==> src/inc/pss_pkg.sv <==
// ----------------------------------------------------------------------
// management register constants
// ----------------------------------------------------------------------
package pss_pkg;

  // register addresses on the management bus
  localparam logic [4:0] REG_DETAILED_STATUS = 5'h11;
  localparam logic [4:0] REG_TENBASE_OPERATIONS = 5'h12;
  localparam logic [4:0] VENDOR_FIRST = 5'h19;
  localparam logic [4:0] VENDOR_LAST = 5'h1F;

  // frame fields
  localparam logic [1:0] OP_READ = 2'h2;
  localparam logic [1:0] OP_WRITE = 2'h1;
  localparam logic [5:0] PREAMBLE_BITS = 6'h20;
  localparam logic [5:0] HDR_LAST = 6'h0B;
  localparam logic [5:0] TA_LAST = 6'h01;
  localparam logic [5:0] DATA_LAST = 6'h0F;

  // detailed status field positions
  localparam int ST_PROGRESS_LSB = 11;
  localparam int ST_SIG_LOST = 10;
  localparam int ST_PLL_ERR = 9;
  localparam int ST_FALSE_CARRIER = 8;
  localparam int ST_INVALID_SYM = 7;
  localparam int ST_HALT = 6;
  localparam int ST_PREMATURE = 5;
  localparam int ST_ANEG_DONE = 4;
  localparam int ST_NO_SIGNAL = 3;
  localparam int ST_JABBER = 2;
  localparam int ST_REMOTE_FAULT = 1;
  localparam int ST_LINK = 0;

  // operations field positions
  localparam int OP_REMOTE_JABBER = 15;
  localparam int OP_POL_REVERSED = 14;
  localparam int OP_BUS_MODE_LSB = 12;
  localparam int OP_XOVER = 11;
  localparam int OP_RX_TRI = 10;
  localparam int OP_VENDOR_GATE = 9;
  localparam int OP_TEST_MUX = 8;
  localparam int OP_JABBER_INH = 5;
  localparam int OP_RSVD_ONE = 4;
  localparam int OP_AUTOPOL_INH = 3;
  localparam int OP_SQE_INH = 2;
  localparam int OP_LINKLOSS_INH = 1;
  localparam int OP_SQUELCH_INH = 0;

  // reset values of the plain writable controls, then the fixed reserved bit value
  localparam logic RST_TEST_MUX = 1'b0;
  localparam logic RST_JABBER_INH = 1'b0;
  localparam logic RST_AUTOPOL_INH = 1'b0;
  localparam logic RST_SQE_INH = 1'b0;
  localparam logic RST_LINKLOSS_INH = 1'b0;
  localparam logic RST_SQUELCH_INH = 1'b0;
  localparam logic RSVD_ONE_VALUE = 1'b1;

  // frame receiver states, gray from preamble through to data (data back to preamble changes two bits)
  typedef enum logic [2:0] {
    PSS_PRE = 3'h0,
    PSS_START = 3'h1,
    PSS_HDR = 3'h3,
    PSS_TA = 3'h2,
    PSS_DATA = 3'h6
  } pss_state_t;

endpackage

==> src/design/pss_latch_bank.sv <==
`timescale 1ns/100ps
// ----------------------------------------------------------------------
// latching status cells, high or low per bit
// ----------------------------------------------------------------------
module pss_latch_bank
  import pss_pkg::*;
#(
  parameter int WIDTH = 9,
  parameter logic [WIDTH-1:0] LOW_MASK = '0
)
(
  input wire logic clk_sys,
  input wire logic srst,
  input wire logic [WIDTH-1:0] cond,
  input wire logic readClr,
  output logic [WIDTH-1:0] latched_r
);

  logic [WIDTH-1:0] latched_nxt;

  genvar i;
  generate
    for (i = 0; i < WIDTH; i++)
    begin : g_bit
      if (LOW_MASK[i])
      begin : g_low
        // holds 0 after a drop until read, a new drop wins over the read
        assign latched_nxt[i] = cond[i] & (latched_r[i] | readClr);
      end
      else
      begin : g_high
        // holds 1 after an event until read, a new event wins over the read
        assign latched_nxt[i] = cond[i] | (latched_r[i] & ~readClr);
      end
    end
  endgenerate

  // one register process for the whole bank, so each bit has a single writer
  always_ff @(posedge clk_sys)
  begin
    if (srst)
      latched_r <= '0;
    else
      latched_r <= latched_nxt;
  end

endmodule // pss_latch_bank

==> src/design/pss_mgmt_regs.sv <==
`timescale 1ns/100ps
module pss_mgmt_regs
  import pss_pkg::*;
#(
  parameter logic [4:0] PHY_ADDR = 5'h01,
  parameter logic XOVER_DEFAULT = 1'b1,
  parameter logic RX_TRI_DEFAULT = 1'b0,
  parameter logic VENDOR_GATE_DEFAULT = 1'b0
)
(
  input wire logic clk_sys,
  input wire logic srst,
  input wire logic mdc,
  input wire logic mdioIn,
  output logic mdioOut_r,
  output logic mdioOe_r,
  input wire logic [2:0] anegProgress,
  input wire logic anegComplete,
  input wire logic txSignalLost,
  input wire logic pllLockError,
  input wire logic falseCarrier,
  input wire logic invalidSymbol,
  input wire logic haltSymbol,
  input wire logic prematureEnd,
  input wire logic noSignal,
  input wire logic jabberDetect,
  input wire logic remoteFault,
  input wire logic linkValid,
  input wire logic remoteJabber,
  input wire logic polarityReversed,
  input wire logic [1:0] busMode,
  output logic auto_crossover_enable_r,
  output logic receive_output_tristate_r,
  output logic vendor_register_gate_r,
  output logic test_mux_select_r,
  output logic jabberInhibit_r,
  output logic autoPolarityInhibit_r,
  output logic sqeTestInhibit_r,
  output logic linkLossInhibit_r,
  output logic squelchInhibit_r
);

  // ----------------------------------------------------------------------
  // pin synchronisers and clock edge
  // ----------------------------------------------------------------------
  logic mdcMeta_r, mdcSync_r, mdcPrev_r, mdioMeta_r, mdioSync_r;
  logic mdcRise;
  logic mdioBit;

  // two flops on each pin before any logic looks at it
  always_ff @(posedge clk_sys)
  begin
    mdcMeta_r <= mdc;
    mdcSync_r <= mdcMeta_r;
    mdioMeta_r <= mdioIn;
    mdioSync_r <= mdioMeta_r;
  end

  // previous management clock level for edge finding
  always_ff @(posedge clk_sys)
  begin
    if (srst)
      mdcPrev_r <= 1'b0;
    else
      mdcPrev_r <= mdcSync_r;
  end

  assign mdcRise = mdcSync_r & ~mdcPrev_r;
  assign mdioBit = mdioSync_r;

  // true for the vendor-reserved address range
  function automatic logic isVendor(input logic [4:0] addr);
    isVendor = (addr >= VENDOR_FIRST) && (addr <= VENDOR_LAST);
  endfunction

  // ----------------------------------------------------------------------
  // frame receiver
  // ----------------------------------------------------------------------
  pss_state_t state_r;
  logic [5:0] bitCnt_r;
  logic [11:0] hdr_r;
  logic [11:0] hdrFull;
  logic hdrDone, respondNxt, respond_r, isRead_r;
  logic [4:0] regAddr_r;
  logic [15:0] wrShift_r;
  logic [15:0] wrData;
  logic wrCommit;

  // preamble, start, header, turnaround, data
  always_ff @(posedge clk_sys)
  begin
    if (srst)
    begin
      state_r <= PSS_PRE;
      bitCnt_r <= 6'h00;
    end
    else if (mdcRise)
    begin
      unique case (state_r)
        PSS_PRE:
          if (mdioBit)
            bitCnt_r <= (bitCnt_r == PREAMBLE_BITS) ? bitCnt_r : bitCnt_r + 6'h01;
          else
          begin
            if (bitCnt_r == PREAMBLE_BITS)
              state_r <= PSS_START;
            bitCnt_r <= 6'h00;
          end
        PSS_START:
          state_r <= mdioBit ? PSS_HDR : PSS_PRE;
        PSS_HDR:
          if (bitCnt_r == HDR_LAST)
          begin
            state_r <= PSS_TA;
            bitCnt_r <= 6'h00;
          end
          else
            bitCnt_r <= bitCnt_r + 6'h01;
        PSS_TA:
          if (bitCnt_r == TA_LAST)
          begin
            state_r <= PSS_DATA;
            bitCnt_r <= 6'h00;
          end
          else
            bitCnt_r <= bitCnt_r + 6'h01;
        PSS_DATA:
          if (bitCnt_r == DATA_LAST)
          begin
            state_r <= PSS_PRE;
            bitCnt_r <= 6'h00;
          end
          else
            bitCnt_r <= bitCnt_r + 6'h01;
        default:
          state_r <= PSS_PRE;
      endcase
    end
  end

  assign hdrFull = {hdr_r[10:0], mdioBit};
  assign hdrDone = mdcRise && (state_r == PSS_HDR) && (bitCnt_r == HDR_LAST);
  // answer only our address, a legal opcode, and no vendor address while the vendor gate bit is set
  assign respondNxt = (hdrFull[9:5] == PHY_ADDR)
                      && ((hdrFull[11:10] == OP_READ) || (hdrFull[11:10] == OP_WRITE))
                      && !(isVendor(hdrFull[4:0]) && vendor_register_gate_r);

  // header shift and frame decision
  always_ff @(posedge clk_sys)
  begin
    if (srst)
    begin
      hdr_r <= 12'h000;
      respond_r <= 1'b0;
      isRead_r <= 1'b0;
      regAddr_r <= 5'h00;
    end
    else if (mdcRise && (state_r == PSS_HDR))
    begin
      hdr_r <= hdrFull;
      if (hdrDone)
      begin
        respond_r <= respondNxt;
        isRead_r <= (hdrFull[11:10] == OP_READ);
        regAddr_r <= hdrFull[4:0];
      end
    end
  end

  // write data shift
  always_ff @(posedge clk_sys)
  begin
    if (srst)
      wrShift_r <= 16'h0000;
    else if (mdcRise && (state_r == PSS_DATA))
      wrShift_r <= wrData;
  end

  assign wrData = {wrShift_r[14:0], mdioBit};
  assign wrCommit = mdcRise && (state_r == PSS_DATA) && (bitCnt_r == DATA_LAST)
                    && respond_r && !isRead_r && (regAddr_r == REG_TENBASE_OPERATIONS);

  // ----------------------------------------------------------------------
  // status latches and read data
  // ----------------------------------------------------------------------
  logic readGo, rdClr17, rdClr18;
  logic [8:0] statLatch;
  logic [1:0] opsLatch;
  logic [15:0] rdData;

  assign readGo = hdrDone && respondNxt && (hdrFull[11:10] == OP_READ);
  assign rdClr17 = readGo && (hdrFull[4:0] == REG_DETAILED_STATUS);
  assign rdClr18 = readGo && (hdrFull[4:0] == REG_TENBASE_OPERATIONS);

  pss_latch_bank #(.WIDTH(9), .LOW_MASK(9'h001)) u_stat_latch (
    .clk_sys(clk_sys),
    .srst(srst),
    .cond({txSignalLost, pllLockError, falseCarrier, invalidSymbol, haltSymbol,
           prematureEnd, jabberDetect, remoteFault, linkValid}),
    .readClr(rdClr17),
    .latched_r(statLatch)
  );

  pss_latch_bank #(.WIDTH(2), .LOW_MASK(2'h0)) u_ops_latch (
    .clk_sys(clk_sys),
    .srst(srst),
    .cond({remoteJabber, polarityReversed}),
    .readClr(rdClr18),
    .latched_r(opsLatch)
  );

  // register read mux, snapshot taken before the latches clear
  always_comb
  begin
    rdData = 16'h0000;
    if (hdrFull[4:0] == REG_DETAILED_STATUS)
    begin
      rdData[ST_PROGRESS_LSB+2 -: 3] = anegProgress;
      rdData[ST_SIG_LOST -: 4] = statLatch[8:5];
      rdData[ST_HALT] = statLatch[4];
      rdData[ST_PREMATURE] = statLatch[3];
      rdData[ST_ANEG_DONE] = anegComplete;
      rdData[ST_NO_SIGNAL] = noSignal;
      rdData[ST_JABBER] = statLatch[2];
      rdData[ST_REMOTE_FAULT] = statLatch[1];
      rdData[ST_LINK] = statLatch[0];
    end
    else if (hdrFull[4:0] == REG_TENBASE_OPERATIONS)
    begin
      rdData[OP_REMOTE_JABBER] = opsLatch[1];
      rdData[OP_POL_REVERSED] = opsLatch[0];
      rdData[OP_BUS_MODE_LSB+1 -: 2] = busMode;
      rdData[OP_XOVER] = auto_crossover_enable_r;
      rdData[OP_RX_TRI] = receive_output_tristate_r;
      rdData[OP_VENDOR_GATE] = vendor_register_gate_r;
      rdData[OP_TEST_MUX] = test_mux_select_r;
      rdData[OP_JABBER_INH] = jabberInhibit_r;
      rdData[OP_RSVD_ONE] = RSVD_ONE_VALUE;
      rdData[OP_AUTOPOL_INH] = autoPolarityInhibit_r;
      rdData[OP_SQE_INH] = sqeTestInhibit_r;
      rdData[OP_LINKLOSS_INH] = linkLossInhibit_r;
      rdData[OP_SQUELCH_INH] = squelchInhibit_r;
    end
  end

  // ----------------------------------------------------------------------
  // serial data driver
  // ----------------------------------------------------------------------
  logic [15:0] txShift_r;

  // zero in second turnaround bit, then msb first, released after last bit
  always_ff @(posedge clk_sys)
  begin
    if (srst)
    begin
      mdioOe_r <= 1'b0;
      mdioOut_r <= 1'b0;
      txShift_r <= 16'h0000;
    end
    else if (mdcRise)
    begin
      if (readGo)
        txShift_r <= rdData;
      else if ((state_r == PSS_TA) && (bitCnt_r == 6'h00) && respond_r && isRead_r)
      begin
        mdioOe_r <= 1'b1;
        mdioOut_r <= 1'b0;
      end
      else if (mdioOe_r && (state_r == PSS_DATA) && (bitCnt_r == DATA_LAST))
      begin
        mdioOe_r <= 1'b0;
        mdioOut_r <= 1'b0;
      end
      else if (mdioOe_r && ((state_r == PSS_TA) || (state_r == PSS_DATA)))
      begin
        mdioOut_r <= txShift_r[15];
        txShift_r <= {txShift_r[14:0], 1'b0};
      end
    end
  end

  // ----------------------------------------------------------------------
  // writable controls
  // ----------------------------------------------------------------------
  always_ff @(posedge clk_sys)
  begin
    if (srst)
    begin
      auto_crossover_enable_r <= XOVER_DEFAULT;
      receive_output_tristate_r <= RX_TRI_DEFAULT;
      vendor_register_gate_r <= VENDOR_GATE_DEFAULT;
      test_mux_select_r <= RST_TEST_MUX;
      jabberInhibit_r <= RST_JABBER_INH;
      autoPolarityInhibit_r <= RST_AUTOPOL_INH;
      sqeTestInhibit_r <= RST_SQE_INH;
      linkLossInhibit_r <= RST_LINKLOSS_INH;
      squelchInhibit_r <= RST_SQUELCH_INH;
    end
    else if (wrCommit)
    begin
      auto_crossover_enable_r <= wrData[OP_XOVER];
      receive_output_tristate_r <= wrData[OP_RX_TRI];
      vendor_register_gate_r <= wrData[OP_VENDOR_GATE];
      test_mux_select_r <= wrData[OP_TEST_MUX];
      jabberInhibit_r <= wrData[OP_JABBER_INH];
      autoPolarityInhibit_r <= wrData[OP_AUTOPOL_INH];
      sqeTestInhibit_r <= wrData[OP_SQE_INH];
      linkLossInhibit_r <= wrData[OP_LINKLOSS_INH];
      squelchInhibit_r <= wrData[OP_SQUELCH_INH];
    end
  end
endmodule // pss_mgmt_regs

==> config.mk <==
export PLATFORM = sky130hd
export DESIGN_NAME = pss_mgmt_regs
export DESIGN_NICKNAME = d
export VERILOG_FILES = /design/src/inc/pss_pkg.sv /design/src/design/pss_latch_bank.sv /design/src/design/pss_mgmt_regs.sv
export SDC_FILE = /design/constraint.sdc
export NUM_CORES = 1
export LEC_CHECK = 0
export BUFFER_PORTS_ARGS = -buffer_cell sky130_fd_sc_hd__buf_2
export CORE_MARGIN = 1
export CORE_UTILIZATION = 55
export DETAILED_ROUTE_END_ITERATION = 10
export GPL_TIMING_DRIVEN = 0
export PLACE_DENSITY_LB_ADDON = 0.12
export SKIP_LAST_GASP = 1
export SYNTH_ARGS = -nofsm -noshare
export SYNTH_HDL_FRONTEND = slang
export SYNTH_SLANG_ARGS = --single-unit
==> constraint.sdc <==
create_clock -name clk_sys -period 4.58 [get_ports clk_sys]
set_input_delay 0 -clock clk_sys [delete_from_list [all_inputs] [get_ports clk_sys]]
set_output_delay 0 -clock clk_sys [all_outputs]
set_load 0.01 [all_outputs]
==> out/summary.txt, run 1 <==
reg2reg setup slack: 2.04 ns
CP cell instances: inv_1, ha_1, nor4b_1, and4_1, nor3_1, o21ai_0, buf_2, o22ai_1
Post-Layout Cell Count: 543
area grow syn2layout: 16.2%
Crit. End Element: flip-flop
DR pass1 iterations: 5
antenna violations before repair: 0
CP Launch Point: bitCnt_r[0]
routability cong.: 0.844
Async SR Flop Fraction: 0
unrepaired setup endpoints after global routing: no
worst slew pin tran: 0.880 ns
first-pass GRT wire length: 13800 µm
DR iter-0 viols: 208
layout cells sized above 1: 0.152
CP max FO: 10
total CTS buffers: 9
CP arrival: 2.79 ns
Cells after Synth: 404
NumNets Final: 487
Clock Skew: 0.0122 ns
Worst slew margin: 0.412
# DRC: 0
htree depth: 3
Via-to-Cell Ratio: 5.64
antenna-violating nets left: 0
crit-path max cell delay: 0.60 ns
Final Cycle Share: 0.556
std cell rows: 29
Pwr Total: 0.00129 W
Routed WL: 8240 µm
synth warn: 0
max cap viols: 0
post-route cell area: 0.00419 mm²
vias: 3061
clk root buf: clkbuf_8
Slew Viols, Final: 0
maximum clock rate: 393 MHz
Seq/Total Area, Yosys: 0.449
Buf+Inv Stages, Crit Path: 2
WL/cell: 15.2 µm
placed cell count: 513
Post-DP Area: 0.00386 mm²
Synth Net Count: 430
CP top delay family: simple AND/OR/NAND/NOR gates
clk_lat worst skew: 0.37 ns
initial core utilization: 0.568
TritonCTS clock tree: built
end of the critical path: txShift_r[3]
Total GRT Usage: 0.251
Final setup viols: 0
Worst Hold Class: in2reg
crit path launch type: flip-flop
vias in the first global route: 2904
post-synth cell types: 58
Worst Path Required: 4.82 ns
Most used DFF post-synth: dfxtp_1
largest net degree at the start of global routing: 16
Hold Path Depth: 4
core box area: 0.00635 mm²
number of buffers added on ports: 32
CTS clk-pin slew, worst paths: 0.09 ns
reg2reg end: txShift_r[3]
GRT Residual Overflow: 0
clock tree buffer depth: 2
commonest non-fill, non-tap cell in the layout: dfxtp_1
die height: 83 µm
Worst path depth: 8
FF-to-FF path depth: 8
CP Class: reg2reg
slowest CP cell: o21ai_0
Synth Cell Area: 0.00361 mm²
total negative setup slack: 0 ns
Sink Count: 81
most frequent cells in the layout: dfxtp_1 (81), nor2_1 (43), buf_2 (37)
Util after Layout: 0.660
die area: 0.00689 mm²
fin crit period: 2.54 ns
reg2reg start: bitCnt_r[0]
power per cell area: 308 mW/mm²
Post-synth EDFFs: 0
syn_area_per_cell: 8.93 µm²
Ant. Diodes: 0
Max IR drop VDD: 197 µV
outcome: complete, no violations
setup repair bufs after CTS: 0
Leakage: 1.76 nW
Final Hold Fails: 0
DP HPWL: 5630 µm
Die Wd: 83 µm
number of synthesized register bits: 81
IO Pins: 33
==> registers in the layout, indices dropped and copies added (netlist names), 2 cells and up <==
signal / cells
wrShift_r: 11
u_ops_latch.latched_r: 2
txShift_r: 16
regAddr_r: 5
hdr_r: 11
u_stat_latch.latched_r: 9
state_r: 3
bitCnt_r: 6
==> metal layers <==
| layer | routed length (µm) | part of all wire | track usage | vias to the layer above |
|---|---|---|---|---|
| li1 | - | - | - | 1527 |
| met1 | 4050 | 0.49 | 0.345 | 1449 |
| met2 | 3700 | 0.45 | 0.391 | 70 |
| met3 | 346 | 0.042 | 0.0358 | 15 |
| met4 | 134 | 0.016 | 0.114 | 0 |
| met5 | 0 | 0 | 0 | - |
==> repair_timing <==
item,4_1_cts,5_1_grt
hold buffers,14,0
gates resized for setup,0,0
hold endpoints to repair,14,0
==> logic make-up after synthesis <==
| group | synth area share |
|---|---|
| AO/OA/AOI/OAI | 0.159 |
| XOR/XNOR | 0.00971 |
| adder cells (fa/ha/maj) | 0.0139 |
| buffers and inverters | 0.0655 |
| flip-flops | 0.449 |
| multiplexers | 0.100 |
| AND/OR/NAND/NOR | 0.202 |
==> stage by stage <==
stage               hold WS (ns)  setup slack (ns)
floorplan                 0.0277              2.59
global placement           0.103              2.11
detailed placement         0.104              2.09
CTS                       0.0508              2.09
global route              0.0812              1.79
finish                    0.0522              2.04
==> power breakdown <==
| part | leakage (nW) | switching (W) | internal (W) |
|---|---|---|---|
| Clock | 0.0948 | 0.000290 | 0.000218 |
| Sequential | 0.658 | 0.00000536 | 0.000714 |
| Combinational | 1.01 | 0.0000346 | 0.0000299 |
==> final cells by class <==
| cell class | instances | area [µm²] |
|---|---|---|
| fill | 539 | 2160 |
| clock buffer | 10 | 138 |
| clock inverter | 6 | 50.0 |
| inverter | 28 | 105 |
| timing repair buffer | 46 | 300 |
| multi-input combinational | 268 | 1750 |
| buffer | 27 | 131 |
| sequential | 81 | 1620 |
| tap | 77 | 96.3 |
==> cell usage after synthesis, types with 5 or more instances <==
library cell / n / area, µm²
dfxtp_1: 81 / 1620
nor2_1: 43 / 161
mux2i_1: 32 / 320
a21oi_1: 31 / 155
nand2_1: 30 / 113
inv_1: 28 / 105
o21ai_0: 20 / 100
clkbuf_1: 15 / 56.3
nand2b_1: 10 / 62.6
a22o_1: 8 / 70.1
o22ai_1: 8 / 50.1
nor3_1: 7 / 35.0
nand3_1: 6 / 30.0
nor2b_1: 6 / 37.5
buf_2: 5 / 25.0
nor4b_1: 5 / 43.8
==> tightest hold or removal path, delay by kind of cell <==
kind	cells	cell delay (ns)
muxes	1	0.06
AOI/OAI and AO/OA	2	0.24
buffers and inverters	1	0.08
==> worst min-delay path by stage <==
| stage | from | endpoint | slack [ns] |
|---|---|---|---|
| floorplan | mdc | mdcMeta_r | 0.03 |
| global placement | mdc | mdcMeta_r | 0.10 |
| detailed placement | mdioIn | mdioMeta_r | 0.10 |
| CTS | busMode[0] | txShift_r[12] | 0.05 |
| global route | busMode[0] | txShift_r[12] | 0.08 |
| finish | busMode[0] | txShift_r[12] | 0.05 |
Note: power is estimated with default switching activity, not from simulation.
==> run 2, diff against run 1 <==
--- a/config.mk
+++ b/config.mk
@@ -7,7 +7,7 @@
 export LEC_CHECK = 0
 export BUFFER_PORTS_ARGS = -buffer_cell sky130_fd_sc_hd__buf_2
 export CORE_MARGIN = 1
-export CORE_UTILIZATION = 55
+export CORE_UTILIZATION = 53
 export DETAILED_ROUTE_END_ITERATION = 10
 export GPL_TIMING_DRIVEN = 0
 export PLACE_DENSITY_LB_ADDON = 0.12
==> constraint.sdc (replaced) <==
create_clock -name clk_sys -period 2.1 [get_ports clk_sys]
set_input_delay 0 -clock clk_sys [delete_from_list [all_inputs] [get_ports clk_sys]]
set_output_delay 0 -clock clk_sys [all_outputs]
set_load 0.01 [all_outputs]
==> out/summary.txt, run 2 (synthesized netlist as in run 1, its figures left out) <==
Largest regs: txShift_r: 16 flops, hdr_r: 11 flops, wrShift_r: 11 flops
Largest Register: txShift_r
CTS clk-pin slew, worst paths: 0.09 ns (about the same)
crit path launch type: flip-flop
area grow syn2layout: 23.3%
routability cong.: 0.819 (-2.9%)
initial core utilization: 0.559 (-0.00958)
max cap viols: 0 (unchanged)
Pwr Total: 0.00272 W (+110%)
maximum clock rate: 489 MHz (+24%)
Hold Path Depth: 4 (unchanged)
largest net degree at the start of global routing: 14 (-2)
Final Hold Fails: 0 (unchanged)
clk_lat worst skew: 0.36 ns (about the same)
TritonCTS clock tree: built
placed cell count: 513 (unchanged)
# DRC: 4 (+4)
Slew Viols, Final: 0 (unchanged)
post-route cell area: 0.00445 mm² (+6.1%)
reg2reg start: bitCnt_r[0]
source of the worst hold timing path: busMode[0]
Routed WL: 8420 µm (+2.2%)
vias in the first global route: 2877 (-0.93%)
hold path endpoint: txShift_r[12]
Final Cycle Share: 0.975 (+0.419)
die area: 0.00714 mm² (+3.7%)
Max IR drop VDD: 538 µV (+170%)
GR peak layer: met2
Final setup viols: 0 (unchanged)
Ant. Diodes: 0 (unchanged)
std cell rows: 29 (unchanged)
reg2reg end: txShift_r[0]
CP max FO: 8 (-2)
Die Wd: 84.5 µm (+1.8%)
Via-to-Cell Ratio: 5.62 (-0.38%)
Leakage: 1.88 nW (+6.7%)
number of buffers added on ports: 32 (unchanged)
unrepaired setup endpoints after global routing: yes
Worst slew margin: 0.602 (+0.190)
total negative setup slack: 0 ns (unchanged)
htree depth: 3 (unchanged)
Total GRT Usage: 0.242 (-0.00892)
NumNets Final: 498 (+2.3%)
met2 Track Usage GR: 0.387 (-0.00466)
Post-DP Area: 0.00386 mm² (unchanged)
first-pass GRT wire length: 13600 µm (-1.2%)
DR iter-0 viols: 126 (-39%)
Worst Path Required: 2.33 ns (-2.49 ns)
layout cells sized above 1: 0.222 (+0.0699)
fin crit period: 2.05 ns (-0.498 ns)
core box area: 0.00646 mm² (+1.7%)
Worst Hold Class: in2reg
Crit. End Element: flip-flop
routing usage on met1: 0.321 (-0.0240)
FF-to-FF path depth: 8 (unchanged)
vias: 3111 (+1.6%)
power per cell area: 612 mW/mm² (+99%)
DP HPWL: 5670 µm (+0.79%)
CP arrival: 2.27 ns (-0.52 ns)
antenna violations before repair: 0 (unchanged)
IO Pins: 33 (unchanged)
total CTS buffers: 9 (unchanged)
commonest non-fill, non-tap cell in the layout: dfxtp_1
failing checks: design-rule violations
Clock Skew: 0.0105 ns (-0.00174 ns)
WL/cell: 15.2 µm (+0.20%)
max reg flops: 16 (unchanged)
Sink Count: 81 (unchanged)
reg2reg setup slack: 0.05 ns (-1.98 ns)
clock tree buffer depth: 2 (unchanged)
met3 global-route usage: 0.0570 (+0.0212)
clk root buf: clkbuf_8
CP Class: reg2reg
DR pass1 iterations: 8 (+3)
antenna-violating nets left: 0 (unchanged)
outcome: finished, violations left
most frequent cells in the layout: dfxtp_1 (74), nor2_1 (42), buf_2 (33)
Fin Hold WS: 0.0388 ns (-0.0133 ns)
worst slew pin tran: 0.597 ns (-0.283 ns)
GRT Residual Overflow: 0 (unchanged)
Post-Layout Cell Count: 554 (+2.0%)
die height: 84.5 µm (+1.8%)
-- run 2: metal layers --
| layer | part of all wire | wire [µm] |
|---|---|---|
| met5 | 0 | 0 |
| met4 | 0.016 | 135 |
| met3 | 0.040 | 334 |
| met2 | 0.46 | 3910 |
| met1 | 0.48 | 4040 |
-- run 2: cell type report --
class	count	area, µm²
buffer	25	164
clock buffer	12	135
clock inverter	4	28.8
fill	526	2010
inverter	28	105
multi-input combinational	268	1880
sequential	81	1640
tap	77	96.3
timing repair buffer	59	404
-- run 2: what timing repair did --
item	in CTS	in global routing
setup endpoints to repair	36	45
hold buffers	14	0
pin swaps	8	3
gates cloned	2	0
setup buffers	2	9
gates resized for setup	34	22
endpoints found under the hold margin	14	0
-- run 2: stage by stage --
| stage | setup WS [ns] | utilization |
|---|---|---|
| 2_1_floorplan | 0.107 | - |
| 3_3_place_gp | -0.325 | 0.598 |
| 3_5_place_dp | -0.408 | 0.598 |
| 4_1_cts | -0.00172 | 0.669 |
| 5_1_grt | -0.0513 | 0.689 |
| 6_report | 0.0531 | 0.689 |
-- run 2: worst max-delay path, cell delays in order (launching register included) --
cell and delay [ns]:
dfxtp_4 0.38, ha_4 0.17, nand3b_4 0.11, nand2b_1 0.16, or4_4 0.50, buf_8 0.16, clkbuf_16 0.15, a21oi_4 0.17
o32ai_2 0.11
-- run 2: where the power goes --
group,switching [W],internal (W)
clock network,0.000569,0.000433
registers,0.0000166,0.00156
logic,0.0000743,0.0000730
total,0.000660,0.00206
-- run 2: worst max path at each step --
stage / from / endpoint / slack, ns / cells after the start
3_3_place_gp: bitCnt_r[0] / txShift_r[10] / -0.33 / 8
6_report: bitCnt_r[0] / txShift_r[0] / 0.05 / 8
3_5_place_dp: bitCnt_r[0] / txShift_r[6] / -0.41 / 8
2_1_floorplan: bitCnt_r[0] / auto_crossover_enable_r / 0.11 / 7
4_1_cts: hdr_r[9] / txShift_r[0] / -0.002 / 9
5_1_grt: state_r[0] / bitCnt_r[2] / -0.05 / 6
